$ cat src/rtl/input_dispatch_pkg.sv
// Package of constants, carriers and helpers for the input function dispatcher
package input_dispatch_pkg;

    // ********************************************************************
    // Sizes and timing
    // ********************************************************************
    localparam int unsigned NUM_PORTS      = 8;
    localparam int unsigned CLK_MHZ        = 200;
    localparam int unsigned RESTART_HOLD_MS = 1000;
    localparam int unsigned RESTART_HOLD_CYC = RESTART_HOLD_MS * 1000 * CLK_MHZ;

    // ********************************************************************
    // Register map (byte addresses)
    // ********************************************************************
    localparam logic [7:0] ADDR_CTRL   = 8'h00;
    localparam logic [7:0] ADDR_FSEL_LO = 8'h04;
    localparam logic [7:0] ADDR_FSEL_HI = 8'h08;
    localparam logic [7:0] ADDR_STATUS = 8'h0c;

    localparam int unsigned CTRL_MON_BIT  = 0;
    localparam int unsigned CTRL_AUTO_BIT = 1;
    localparam logic [1:0]  CTRL_RESET    = 2'h3;
    localparam logic [63:0] FSEL_RESET    = 64'h0;

    localparam int unsigned ST_SERVO_BIT  = 0;
    localparam int unsigned ST_RUN_BIT    = 1;
    localparam int unsigned ST_PAUSE_BIT  = 2;
    localparam int unsigned ST_LAUNCH_BIT = 3;
    localparam int unsigned ST_IOERR_BIT  = 4;
    localparam int unsigned ST_LEVEL_POS  = 8;

    localparam logic [1:0] RESP_OKAY   = 2'h0;
    localparam logic [1:0] RESP_SLVERR = 2'h2;

    // ********************************************************************
    // Input function codes
    // ********************************************************************
    localparam logic [7:0] FN_RESTART = 8'h03;
    localparam logic [7:0] FN_SERVO   = 8'h04;
    localparam logic [7:0] FN_START   = 8'h05;
    localparam logic [7:0] FN_PAUSE   = 8'h07;
    localparam logic [7:0] FN_RELEASE = 8'h08;
    localparam logic [7:0] FN_ERR_CLR = 8'h10;
    localparam logic [7:0] FN_HOME    = 8'h12;

    // ********************************************************************
    // Carriers
    // ********************************************************************
    typedef struct packed {
        logic        awvalid;
        logic [7:0]  awaddr;
        logic        wvalid;
        logic [31:0] wdata;
        logic [3:0]  wstrb;
        logic        bready;
        logic        arvalid;
        logic [7:0]  araddr;
        logic        rready;
    } axil_req_s;

    typedef struct packed {
        logic        awready;
        logic        wready;
        logic        bvalid;
        logic [1:0]  bresp;
        logic        arready;
        logic        rvalid;
        logic [31:0] rdata;
        logic [1:0]  rresp;
    } axil_rsp_s;

    // Ports whose function selection holds the given code
    function automatic logic [NUM_PORTS-1:0] fn_mask(input logic [63:0] fsel,
                                                     input logic [7:0]  code);
        logic [NUM_PORTS-1:0] m;
        m = '0;
        for (int i = 0; i < NUM_PORTS; i++) begin
            m[i] = (fsel[8*i +: 8] == code);
        end
        return m;
    endfunction : fn_mask

    // Byte-lane merge of a write into a register word
    function automatic logic [31:0] merge_strb(input logic [31:0] old,
                                               input logic [31:0] wdata,
                                               input logic [3:0]  strb);
        logic [31:0] r;
        r = old;
        for (int b = 0; b < 4; b++) begin
            if (strb[b]) begin
                r[8*b +: 8] = wdata[8*b +: 8];
            end
        end
        return r;
    endfunction : merge_strb

endpackage : input_dispatch_pkg

$ cat src/rtl/input_function_dispatcher.sv
// Top of the input function dispatcher with its AXI4-Lite register slave
//
// The placing of the registers and register access over AXI4-Lite are this design's own decisions.
module input_function_dispatcher
    import input_dispatch_pkg::*;
#(
    parameter int unsigned HOLD_CYCLES = RESTART_HOLD_CYC
) (
    input  wire logic                 clk_i,
    input  wire logic                 sys_rst_i,
    input  wire axil_req_s            axil_req_i,
    output axil_rsp_s                 axil_rsp_o,
    input  wire logic [NUM_PORTS-1:0] in_port_i,
    input  wire logic                 auto_mode_i,
    input  wire logic                 io_board_err_i,
    output logic                      io_err_o,
    output logic                      servo_on_o,
    output logic                      program_run_o,
    output logic                      paused_o,
    output logic                      restart_o,
    output logic                      error_clear_o,
    output logic                      home_start_o
);

    // ********************************************************************
    // State
    // ********************************************************************
    typedef struct packed {
        logic [1:0]  ctrl;
        logic [63:0] fsel;
        logic        servo;
        logic        run;
        logic        paused;
        logic        launch_pend;
        logic        err_clr;
        logic        home;
        logic        restart;
        logic        io_err;
        logic        bvalid;
        logic [1:0]  bresp;
        logic        rvalid;
        logic [1:0]  rresp;
        logic [31:0] rdata;
    } disp_s;

    disp_s q, d;

    logic [NUM_PORTS-1:0] lvl, rise, fall;
    logic [NUM_PORTS-1:0] m_rst, m_sv, m_st, m_pa, m_pr, m_ec, m_hm;
    logic                 restart_fire;
    logic                 start_en;
    logic                 wr_go, rd_go;

    // ********************************************************************
    // Input sampling and restart qualification
    // ********************************************************************
    port_sync u_sync (
        .clk_i     (clk_i),
        .sys_rst_i (sys_rst_i),
        .in_i      (in_port_i),
        .level_o   (lvl),
        .rise_o    (rise),
        .fall_o    (fall)
    );

    hold_timer #(
        .HOLD_CYCLES (HOLD_CYCLES)
    ) u_hold (
        .clk_i     (clk_i),
        .sys_rst_i (sys_rst_i),
        .level_i   (|(lvl & m_rst)),
        .fire_o    (restart_fire)
    );

    // Unassigned codes match no mask, so their ports stay inert
    assign m_rst = fn_mask(q.fsel, FN_RESTART);
    assign m_sv  = fn_mask(q.fsel, FN_SERVO);
    assign m_st  = fn_mask(q.fsel, FN_START);
    assign m_pa  = fn_mask(q.fsel, FN_PAUSE);
    assign m_pr  = fn_mask(q.fsel, FN_RELEASE);
    assign m_ec  = fn_mask(q.fsel, FN_ERR_CLR);
    assign m_hm  = fn_mask(q.fsel, FN_HOME);

    assign start_en = !q.ctrl[CTRL_AUTO_BIT];

    // One write and one read at a time; address and data are taken together
    assign wr_go = axil_req_i.awvalid && axil_req_i.wvalid && !q.bvalid;
    assign rd_go = axil_req_i.arvalid && !q.rvalid;

    // ********************************************************************
    // Next state
    // ********************************************************************
    always_comb begin
        d         = q;
        d.err_clr = 1'b0;
        d.home    = 1'b0;
        d.restart = 1'b0;

        d.io_err = io_board_err_i && q.ctrl[CTRL_MON_BIT];

        if (|(rise & m_sv)) begin
            d.servo = 1'b1;
        end else if (|(fall & m_sv)) begin
            d.servo = 1'b0;
        end

        if (start_en && |(rise & m_st)) begin
            d.run = 1'b1;
        end else if (start_en && |(fall & m_st)) begin
            d.run = 1'b0;
        end

        // Launch is judged once, in the cycle after reset or restart
        if (q.launch_pend) begin
            d.launch_pend = 1'b0;
            if (q.ctrl[CTRL_AUTO_BIT] && auto_mode_i) begin
                d.run = 1'b1;
            end
        end

        // A pause request beats a release arriving in the same cycle
        if (|(fall & m_pa)) begin
            d.paused = 1'b1;
        end else if (|(rise & m_pr)) begin
            d.paused = 1'b0;
        end

        d.err_clr = |(rise & m_ec);
        // Homing without servo would fault the axis, so it is dropped
        d.home    = |(rise & m_hm) && q.servo;

        if (restart_fire) begin
            d.servo       = 1'b0;
            d.run         = 1'b0;
            d.paused      = 1'b0;
            d.err_clr     = 1'b0;
            d.home        = 1'b0;
            d.launch_pend = 1'b1;
            d.restart     = 1'b1;
        end

        // Register writes
        if (q.bvalid && axil_req_i.bready) begin
            d.bvalid = 1'b0;
        end
        if (wr_go) begin
            d.bvalid = 1'b1;
            d.bresp  = RESP_OKAY;
            case (axil_req_i.awaddr[7:2])
                ADDR_CTRL[7:2]: begin
                    if (axil_req_i.wstrb[0]) begin
                        d.ctrl = axil_req_i.wdata[1:0];
                    end
                end
                ADDR_FSEL_LO[7:2]: begin
                    d.fsel[31:0] = merge_strb(q.fsel[31:0], axil_req_i.wdata,
                                              axil_req_i.wstrb);
                end
                ADDR_FSEL_HI[7:2]: begin
                    d.fsel[63:32] = merge_strb(q.fsel[63:32], axil_req_i.wdata,
                                               axil_req_i.wstrb);
                end
                ADDR_STATUS[7:2]: begin
                    d.bresp = RESP_OKAY;
                end
                default: begin
                    d.bresp = RESP_SLVERR;
                end
            endcase
        end

        // Register reads
        if (q.rvalid && axil_req_i.rready) begin
            d.rvalid = 1'b0;
        end
        if (rd_go) begin
            d.rvalid = 1'b1;
            d.rresp  = RESP_OKAY;
            d.rdata  = 32'h0;
            case (axil_req_i.araddr[7:2])
                ADDR_CTRL[7:2]: begin
                    d.rdata[1:0] = q.ctrl;
                end
                ADDR_FSEL_LO[7:2]: begin
                    d.rdata = q.fsel[31:0];
                end
                ADDR_FSEL_HI[7:2]: begin
                    d.rdata = q.fsel[63:32];
                end
                ADDR_STATUS[7:2]: begin
                    d.rdata[ST_SERVO_BIT]  = q.servo;
                    d.rdata[ST_RUN_BIT]    = q.run;
                    d.rdata[ST_PAUSE_BIT]  = q.paused;
                    d.rdata[ST_LAUNCH_BIT] = q.launch_pend;
                    d.rdata[ST_IOERR_BIT]  = q.io_err;
                    d.rdata[ST_LEVEL_POS +: NUM_PORTS] = lvl;
                end
                default: begin
                    d.rresp = RESP_SLVERR;
                end
            endcase
        end
    end

    always_ff @(posedge clk_i or posedge sys_rst_i) begin
        if (sys_rst_i) begin
            q             <= '0;
            q.ctrl        <= CTRL_RESET;
            q.fsel        <= FSEL_RESET;
            q.launch_pend <= 1'b1;
        end else begin
            q <= d;
        end
    end

    // ********************************************************************
    // Outputs
    // ********************************************************************
    assign io_err_o      = q.io_err;
    assign servo_on_o    = q.servo;
    assign program_run_o = q.run;
    assign paused_o      = q.paused;
    assign restart_o     = q.restart;
    assign error_clear_o = q.err_clr;
    assign home_start_o  = q.home;

    assign axil_rsp_o.awready = wr_go;
    assign axil_rsp_o.wready  = wr_go;
    assign axil_rsp_o.bvalid  = q.bvalid;
    assign axil_rsp_o.bresp   = q.bresp;
    assign axil_rsp_o.arready = rd_go;
    assign axil_rsp_o.rvalid  = q.rvalid;
    assign axil_rsp_o.rdata   = q.rdata;
    assign axil_rsp_o.rresp   = q.rresp;
endmodule : input_function_dispatcher

$ cat src/rtl/port_sync.sv
// Two-flop synchroniser and edge detector for the input ports
module port_sync
    import input_dispatch_pkg::*;
(
    input  wire logic                 clk_i,
    input  wire logic                 sys_rst_i,
    input  wire logic [NUM_PORTS-1:0] in_i,
    output logic      [NUM_PORTS-1:0] level_o,
    output logic      [NUM_PORTS-1:0] rise_o,
    output logic      [NUM_PORTS-1:0] fall_o
);

    typedef struct packed {
        logic [NUM_PORTS-1:0] meta;
        logic [NUM_PORTS-1:0] sync;
        logic [NUM_PORTS-1:0] prev;
    } sync_s;

    sync_s q, d;

    always_comb begin
        d      = q;
        d.meta = in_i;
        d.sync = q.meta;
        d.prev = q.sync;
    end

    always_ff @(posedge clk_i or posedge sys_rst_i) begin
        if (sys_rst_i) begin
            q <= '0;
        end else begin
            q <= d;
        end
    end

    // Edges compare successive synchronised samples only
    assign level_o = q.sync;
    assign rise_o  = q.sync & ~q.prev;
    assign fall_o  = ~q.sync & q.prev;
endmodule : port_sync

$ cat src/rtl/hold_timer.sv
// Continuous-hold qualifier that fires once after a level stays high long enough
module hold_timer
    import input_dispatch_pkg::*;
#(
    parameter int unsigned HOLD_CYCLES = RESTART_HOLD_CYC
) (
    input  wire logic clk_i,
    input  wire logic sys_rst_i,
    input  wire logic level_i,
    output logic      fire_o
);

    typedef struct packed {
        logic [31:0] cnt;
        logic        done;
        logic        fire;
    } hold_s;

    hold_s q, d;

    always_comb begin
        d      = q;
        d.fire = 1'b0;
        if (!level_i) begin
            // Any drop restarts the count, so short pulses never fire
            d.cnt  = '0;
            d.done = 1'b0;
        end else if (!q.done) begin
            if (q.cnt == 32'(HOLD_CYCLES - 1)) begin
                d.fire = 1'b1;
                d.done = 1'b1;
            end else begin
                d.cnt = q.cnt + 32'h1;
            end
        end
    end

    always_ff @(posedge clk_i or posedge sys_rst_i) begin
        if (sys_rst_i) begin
            q <= '0;
        end else begin
            q <= d;
        end
    end

    assign fire_o = q.fire;
endmodule : hold_timer

$ cat config.mk
export PLATFORM = sky130hd
export DESIGN_NAME = input_function_dispatcher
export DESIGN_NICKNAME = d
export VERILOG_FILES = /design/src/rtl/input_dispatch_pkg.sv /design/src/rtl/input_function_dispatcher.sv /design/src/rtl/port_sync.sv /design/src/rtl/hold_timer.sv
export SDC_FILE = /design/constraint.sdc
export NUM_CORES = 1
export LEC_CHECK = 0
export ABC_AREA = 1
export BUFFER_PORTS_ARGS = -buffer_cell sky130_fd_sc_hd__buf_2
export CAP_MARGIN = 0
export CORE_UTILIZATION = 40
export DETAILED_ROUTE_END_ITERATION = 6
export SETUP_SLACK_MARGIN = 0.2
export SLEW_MARGIN = 20
export SYNTH_ARGS = -nofsm -noshare
export SYNTH_HDL_FRONTEND = slang
export SYNTH_SLANG_ARGS = --single-unit
$ cat constraint.sdc
create_clock -name clk_i -period 9.55 [get_ports clk_i]
set_input_delay 0.955 -clock clk_i [delete_from_list [all_inputs] [get_ports clk_i]]
set_output_delay 0.955 -clock clk_i [all_outputs]
set_load 0.01 [all_outputs]
==> results_tabular.tex <==
\begin{tabular}{lr}
\hline
Metric & Value \\
\hline
\multicolumn{2}{l}{\textbf{GRT}} \\
Pin count of the biggest net entering global routing & between 90 and 100 \\
Number of global-route vias before repair & 7716 \\
Number of antenna violations at the first check in global routing & 1 \\
GRT Resource Usage Total & 23.3\% \\
First-pass GRT wire length & approximately 42000 µm \\
Overflow after GRT & 0 \\
\multicolumn{2}{l}{\textbf{Timing}} \\
Largest clock skew in the final design & about 0.014 ns \\
Worst slew slack as a fraction of its limit & between 30\% and 40\% \\
Max Clock Freq & roughly 290 MHz \\
Final hold slack & roughly 0.35 ns \\
Minimum period implied by the final worst setup slack & between 3 and 4 ns \\
Actual transition at the worst max-transition pin & roughly 1 ns \\
Fin Setup TNS & 0 ns \\
RSZ-0062 raised after global routing & no \\
Final setup viols & 0 \\
Post-route worst setup slack & $\sim$6.1 ns \\
Endpoints failing hold & 0 \\
Final-report max-slew violation count & 0 \\
Share of the cycle needed by the critical path after routing & a little over a third \\
\multicolumn{2}{l}{\textbf{Routing}} \\
Via-to-Cell Ratio & 5.20 \\
Count of antenna-violating nets left after detailed routing & 0 \\
Routed WL per cell & approximately 17 µm \\
Count of vias placed by the detailed router & slightly above 8k \\
Iteration count of the initial detailed-routing pass & 7 \\
Drt first-iter violations & around 610 \\
Post-route DRC & 16 \\
Final wirelength & 26100 µm \\
\multicolumn{2}{l}{\textbf{Floorplan}} \\
Area of the placeable core & 22100 µm² \\
DIE WIDTH & approximately 150 µm \\
DIE AREA & 23400 µm² \\
I/O pin cnt & about 120 \\
Row cnt & 54 \\
Effective utilization at floorplan & just over 40\% \\
Vert. Die Dim & between 150 and 200 µm \\
\multicolumn{2}{l}{\textbf{Worst setup path}} \\
Worst path arrival time & 2.53 ns \\
Required time of the worst setup path & around 8.6 ns \\
Worst setup SP type & input port \\
Kind of end point of the critical path & output pin \\
Register-to-register setup slack & 6.55 ns \\
Critical Path Fanout Max & between 40 and 50 \\
Crit path kind & input port to output pin \\
\multicolumn{2}{l}{\textbf{Pwr}} \\
Combinational share of power & roughly 6.5\% \\
Reported net switching power & about 0.42 mW \\
Maximum vdd ir drop & about 0.086 mV \\
Post-layout total power & $\sim$1.6 mW \\
Switching fraction of total power & $\sim$26\% \\
P\_leak & between 4 and 5 nW \\
Sequential Power Share & a little under half \\
Fraction of power consumed by the clock network & between 40\% and 50\% \\
Cell-internal power & about 1.2 mW \\
Pwr/cell area & 160 nW/µm² \\
\multicolumn{2}{l}{\textbf{Synth}} \\
Share of synthesized flip-flops with an asynchronous set or reset & 100\% \\
Synth Register Bits & about 170 \\
Top-area cell type share of the netlist area & 45.2\% \\
Number of synthesized flops with an enable pin & 0 \\
Unique cell type count in the Yosys netlist & 45 \\
Top flip-flop cell by instance count after synthesis & sky130\_fd\_sc\_hd\_\_dfrtp\_1 \\
Post-Syn Area per Cell & 7.65 µm² \\
Ranking of synthesized cells by area & sky130\_fd\_sc\_hd\_\_dfrtp\_1 (45\%), sky130\_fd\_sc\_hd\_\_nand2\_1 (11\%), sky130\_fd\_sc\_hd\_\_nor2\_1 (7.2\%), sky130\_fd\_sc\_hd\_\_inv\_1 (4.9\%), sky130\_fd\_sc\_hd\_\_nand3\_1 (3.8\%) \\
Post-synthesis sequential area ratio & 46.1\% \\
Cell area after technology mapping & roughly 9100 µm² \\
Leading cell types by count after synthesis & sky130\_fd\_sc\_hd\_\_nand2\_1 (256), sky130\_fd\_sc\_hd\_\_nor2\_1 (174), sky130\_fd\_sc\_hd\_\_dfrtp\_1 (165) \\
Leading cell type by number of instances after synthesis & sky130\_fd\_sc\_hd\_\_nand2\_1 \\
Post-synthesis cell type with the largest combined area & sky130\_fd\_sc\_hd\_\_dfrtp\_1 \\
Warning count from the yosys run & 0 \\
Gate count after technology mapping & 1193 \\
\multicolumn{2}{l}{\textbf{Clock network}} \\
H-tree depth & 4 \\
CTS tree & yes \\
Count of buffers added by post-CTS timing repair for setup & 0 \\
Quantity of hold-fixing buffers added after cts & 0 \\
Clock tree root buffer cell & sky130\_fd\_sc\_hd\_\_clkbuf\_16 \\
Clock insertion delay at the later pin of the skew report & 0.45 ns \\
Number of cells upsized or downsized after cts & 0 \\
Num CTS Buffers & 17 \\
Clock Tree Buf Depth & 2 \\
Clock sink count & between 150 and 200 \\
CTS clock-pin slew for the worst setup and hold paths & approximately 0.07 ns \\
\multicolumn{2}{l}{\textbf{Cells and area}} \\
Combined flip-flop and latch cell area & 4210 µm² \\
Post-layout instance count excluding filler cells & around 1.6k \\
Post-synthesis to final-layout area growth & 11.8\% \\
Total inserted antenna cells & 0 \\
Area of the multi-input gates & between 3000 and 4000 µm² \\
Final core utilization & 46.2\% \\
Share of cells above drive strength 1 & roughly 18\% \\
Final instance area & a little over 10000 µm² \\
Layout Nets & 1327 \\
Filler cell count & between 2k and 2.5k \\
\multicolumn{2}{l}{\textbf{Placed design}} \\
Detailed placement HPWL & around 19000 µm \\
Instance area at placement & $\sim$9600 µm² \\
Count of buffers from port buffering & between 100 and 150 \\
Post-place setup slack & about 6.0 ns \\
Placed Cells incl. Taps & 1518 \\
Gp weighted congestion & between 0.9 and 1 \\
\multicolumn{2}{l}{\textbf{Status}} \\
Failing checks & DRC \\
Outcome & complete, but fails checks \\
\multicolumn{2}{l}{\textbf{Min path}} \\
Class of the worst hold path & register to register \\
\multicolumn{2}{l}{\textbf{Job}} \\
Number of maximum-capacitance violations & 0 \\
\hline
\end{tabular}
## cells by family (layout without fill, tap and decap cells)
| group | after synthesis | in the layout | synth area share (%) |
|---|---|---|---|
| adder cells (fa/ha/maj) | 1 | 1 | 0.137 |
| other | 1 | 2 | 0.0411 |
| AO/OA/AOI/OAI | 167 | 167 | 10.5 |
| buffers and inverters | 219 | 295 | 11.6 |
| flip-flops | 168 | 168 | 46.1 |
| XOR/XNOR | 11 | 11 | 1.06 |
| AND/OR/NAND/NOR | 626 | 626 | 30.5 |
## critical path, stage by stage
cell and delay (ns):
sky130_fd_sc_hd__buf_2 0.10, sky130_fd_sc_hd__nand2_2 0.70, sky130_fd_sc_hd__inv_1 0.49, sky130_fd_sc_hd__buf_2 0.28
## area by class of cell
class / count / share of cell area (%)
clock buffers: 18 / 4.21
clock inverters: 14 / 2.04
well taps: 280 / 3.43
multi-input cells: 807 / 37.9
flip-flops and latches: 168 / 41.2
inverters: 152 / 5.74
repair buffers: 111 / 5.47
## path summary, 6_finish.rpt
check | start | endpoint | depth (start not counted)
worst max-delay path | axil_req_i[9] | axil_rsp_o[35] | 4
worst min-delay path | u_sync.d[15] | u_sync.level_o[7] | 0
worst max register to register | axil_rsp_o[34] | axil_rsp_o[21] | 5
worst min register to register | u_sync.d[15] | u_sync.level_o[7] | 0
max in group asynchronous | sys_rst_i | axil_rsp_o[2] | 3
min in group asynchronous | sys_rst_i | axil_rsp_o[25] | 2
## layer usage
| metal | track usage [%] | wire (µm) | vias to the layer above |
|---|---|---|---|
| met1 | 33.0 | 12400 | 3816 |
| met2 | 35.6 | 11700 | 246 |
| met5 | 0 | 0 | - |
| met4 | 8.90 | 613 | 0 |
| met3 | 3.88 | 1380 | 39 |
| li1 | - | - | 3964 |
## cell usage in the layout (no fill, tap or decap), types with 2 or more instances in the layout
cell type,synthesis,final
sky130_fd_sc_hd__nand2_1,256,255
sky130_fd_sc_hd__nor2_1,174,174
sky130_fd_sc_hd__dfrtp_1,165,165
sky130_fd_sc_hd__inv_1,119,118
sky130_fd_sc_hd__buf_2,9,110
sky130_fd_sc_hd__nand3_1,70,70
sky130_fd_sc_hd__o21ai_0,58,58
sky130_fd_sc_hd__nand4_1,52,52
sky130_fd_sc_hd__a21oi_1,49,49
sky130_fd_sc_hd__inv_2,30,30
sky130_fd_sc_hd__nor3_1,27,27
sky130_fd_sc_hd__o21ai_1,22,22
sky130_fd_sc_hd__clkbuf_16,0,17
sky130_fd_sc_hd__o221ai_1,16,16
sky130_fd_sc_hd__nor2_2,15,15
sky130_fd_sc_hd__xor2_1,10,10
sky130_fd_sc_hd__o22ai_1,10,10
sky130_fd_sc_hd__nand2_2,8,9
sky130_fd_sc_hd__inv_6,1,7
sky130_fd_sc_hd__nor2_4,5,5
sky130_fd_sc_hd__o21ai_2,5,5
sky130_fd_sc_hd__bufinv_16,0,4
sky130_fd_sc_hd__nand3_2,3,3
sky130_fd_sc_hd__nand2_4,3,3
sky130_fd_sc_hd__nand3b_1,3,3
sky130_fd_sc_hd__dfstp_2,3,3
sky130_fd_sc_hd__nor3_2,2,2
sky130_fd_sc_hd__clkinv_4,1,2
sky130_fd_sc_hd__or2_2,2,2
sky130_fd_sc_hd__nor4_1,2,2
sky130_fd_sc_hd__and3_1,2,2
sky130_fd_sc_hd__o21bai_1,2,2
sky130_fd_sc_hd__o2111ai_1,2,2
sky130_fd_sc_hd__conb_1,1,2
sky130_fd_sc_hd__inv_8,0,2
## power groups by stage
stage | clock network, mW | logic, mW | registers [mW]
5_1_grt | 0.809 | 0.122 | 0.762
3_3_place_gp | 0 | 0.107 | 0.772
3_5_place_dp | 0 | 0.108 | 0.771
2_1_floorplan | 0 | 0.0743 | 0.766
6_report | 0.771 | 0.107 | 0.759
4_1_cts | 0.781 | 0.108 | 0.758
## state kept, by name, indices dropped and copies added (netlist names), 8 cells and up
register,flops
u_sync.level_o,8
u_sync.d,8
q,67
u_sync.q,8
u_hold.q,33
axil_rsp_o,36
(Power assumes the default switching activity.)
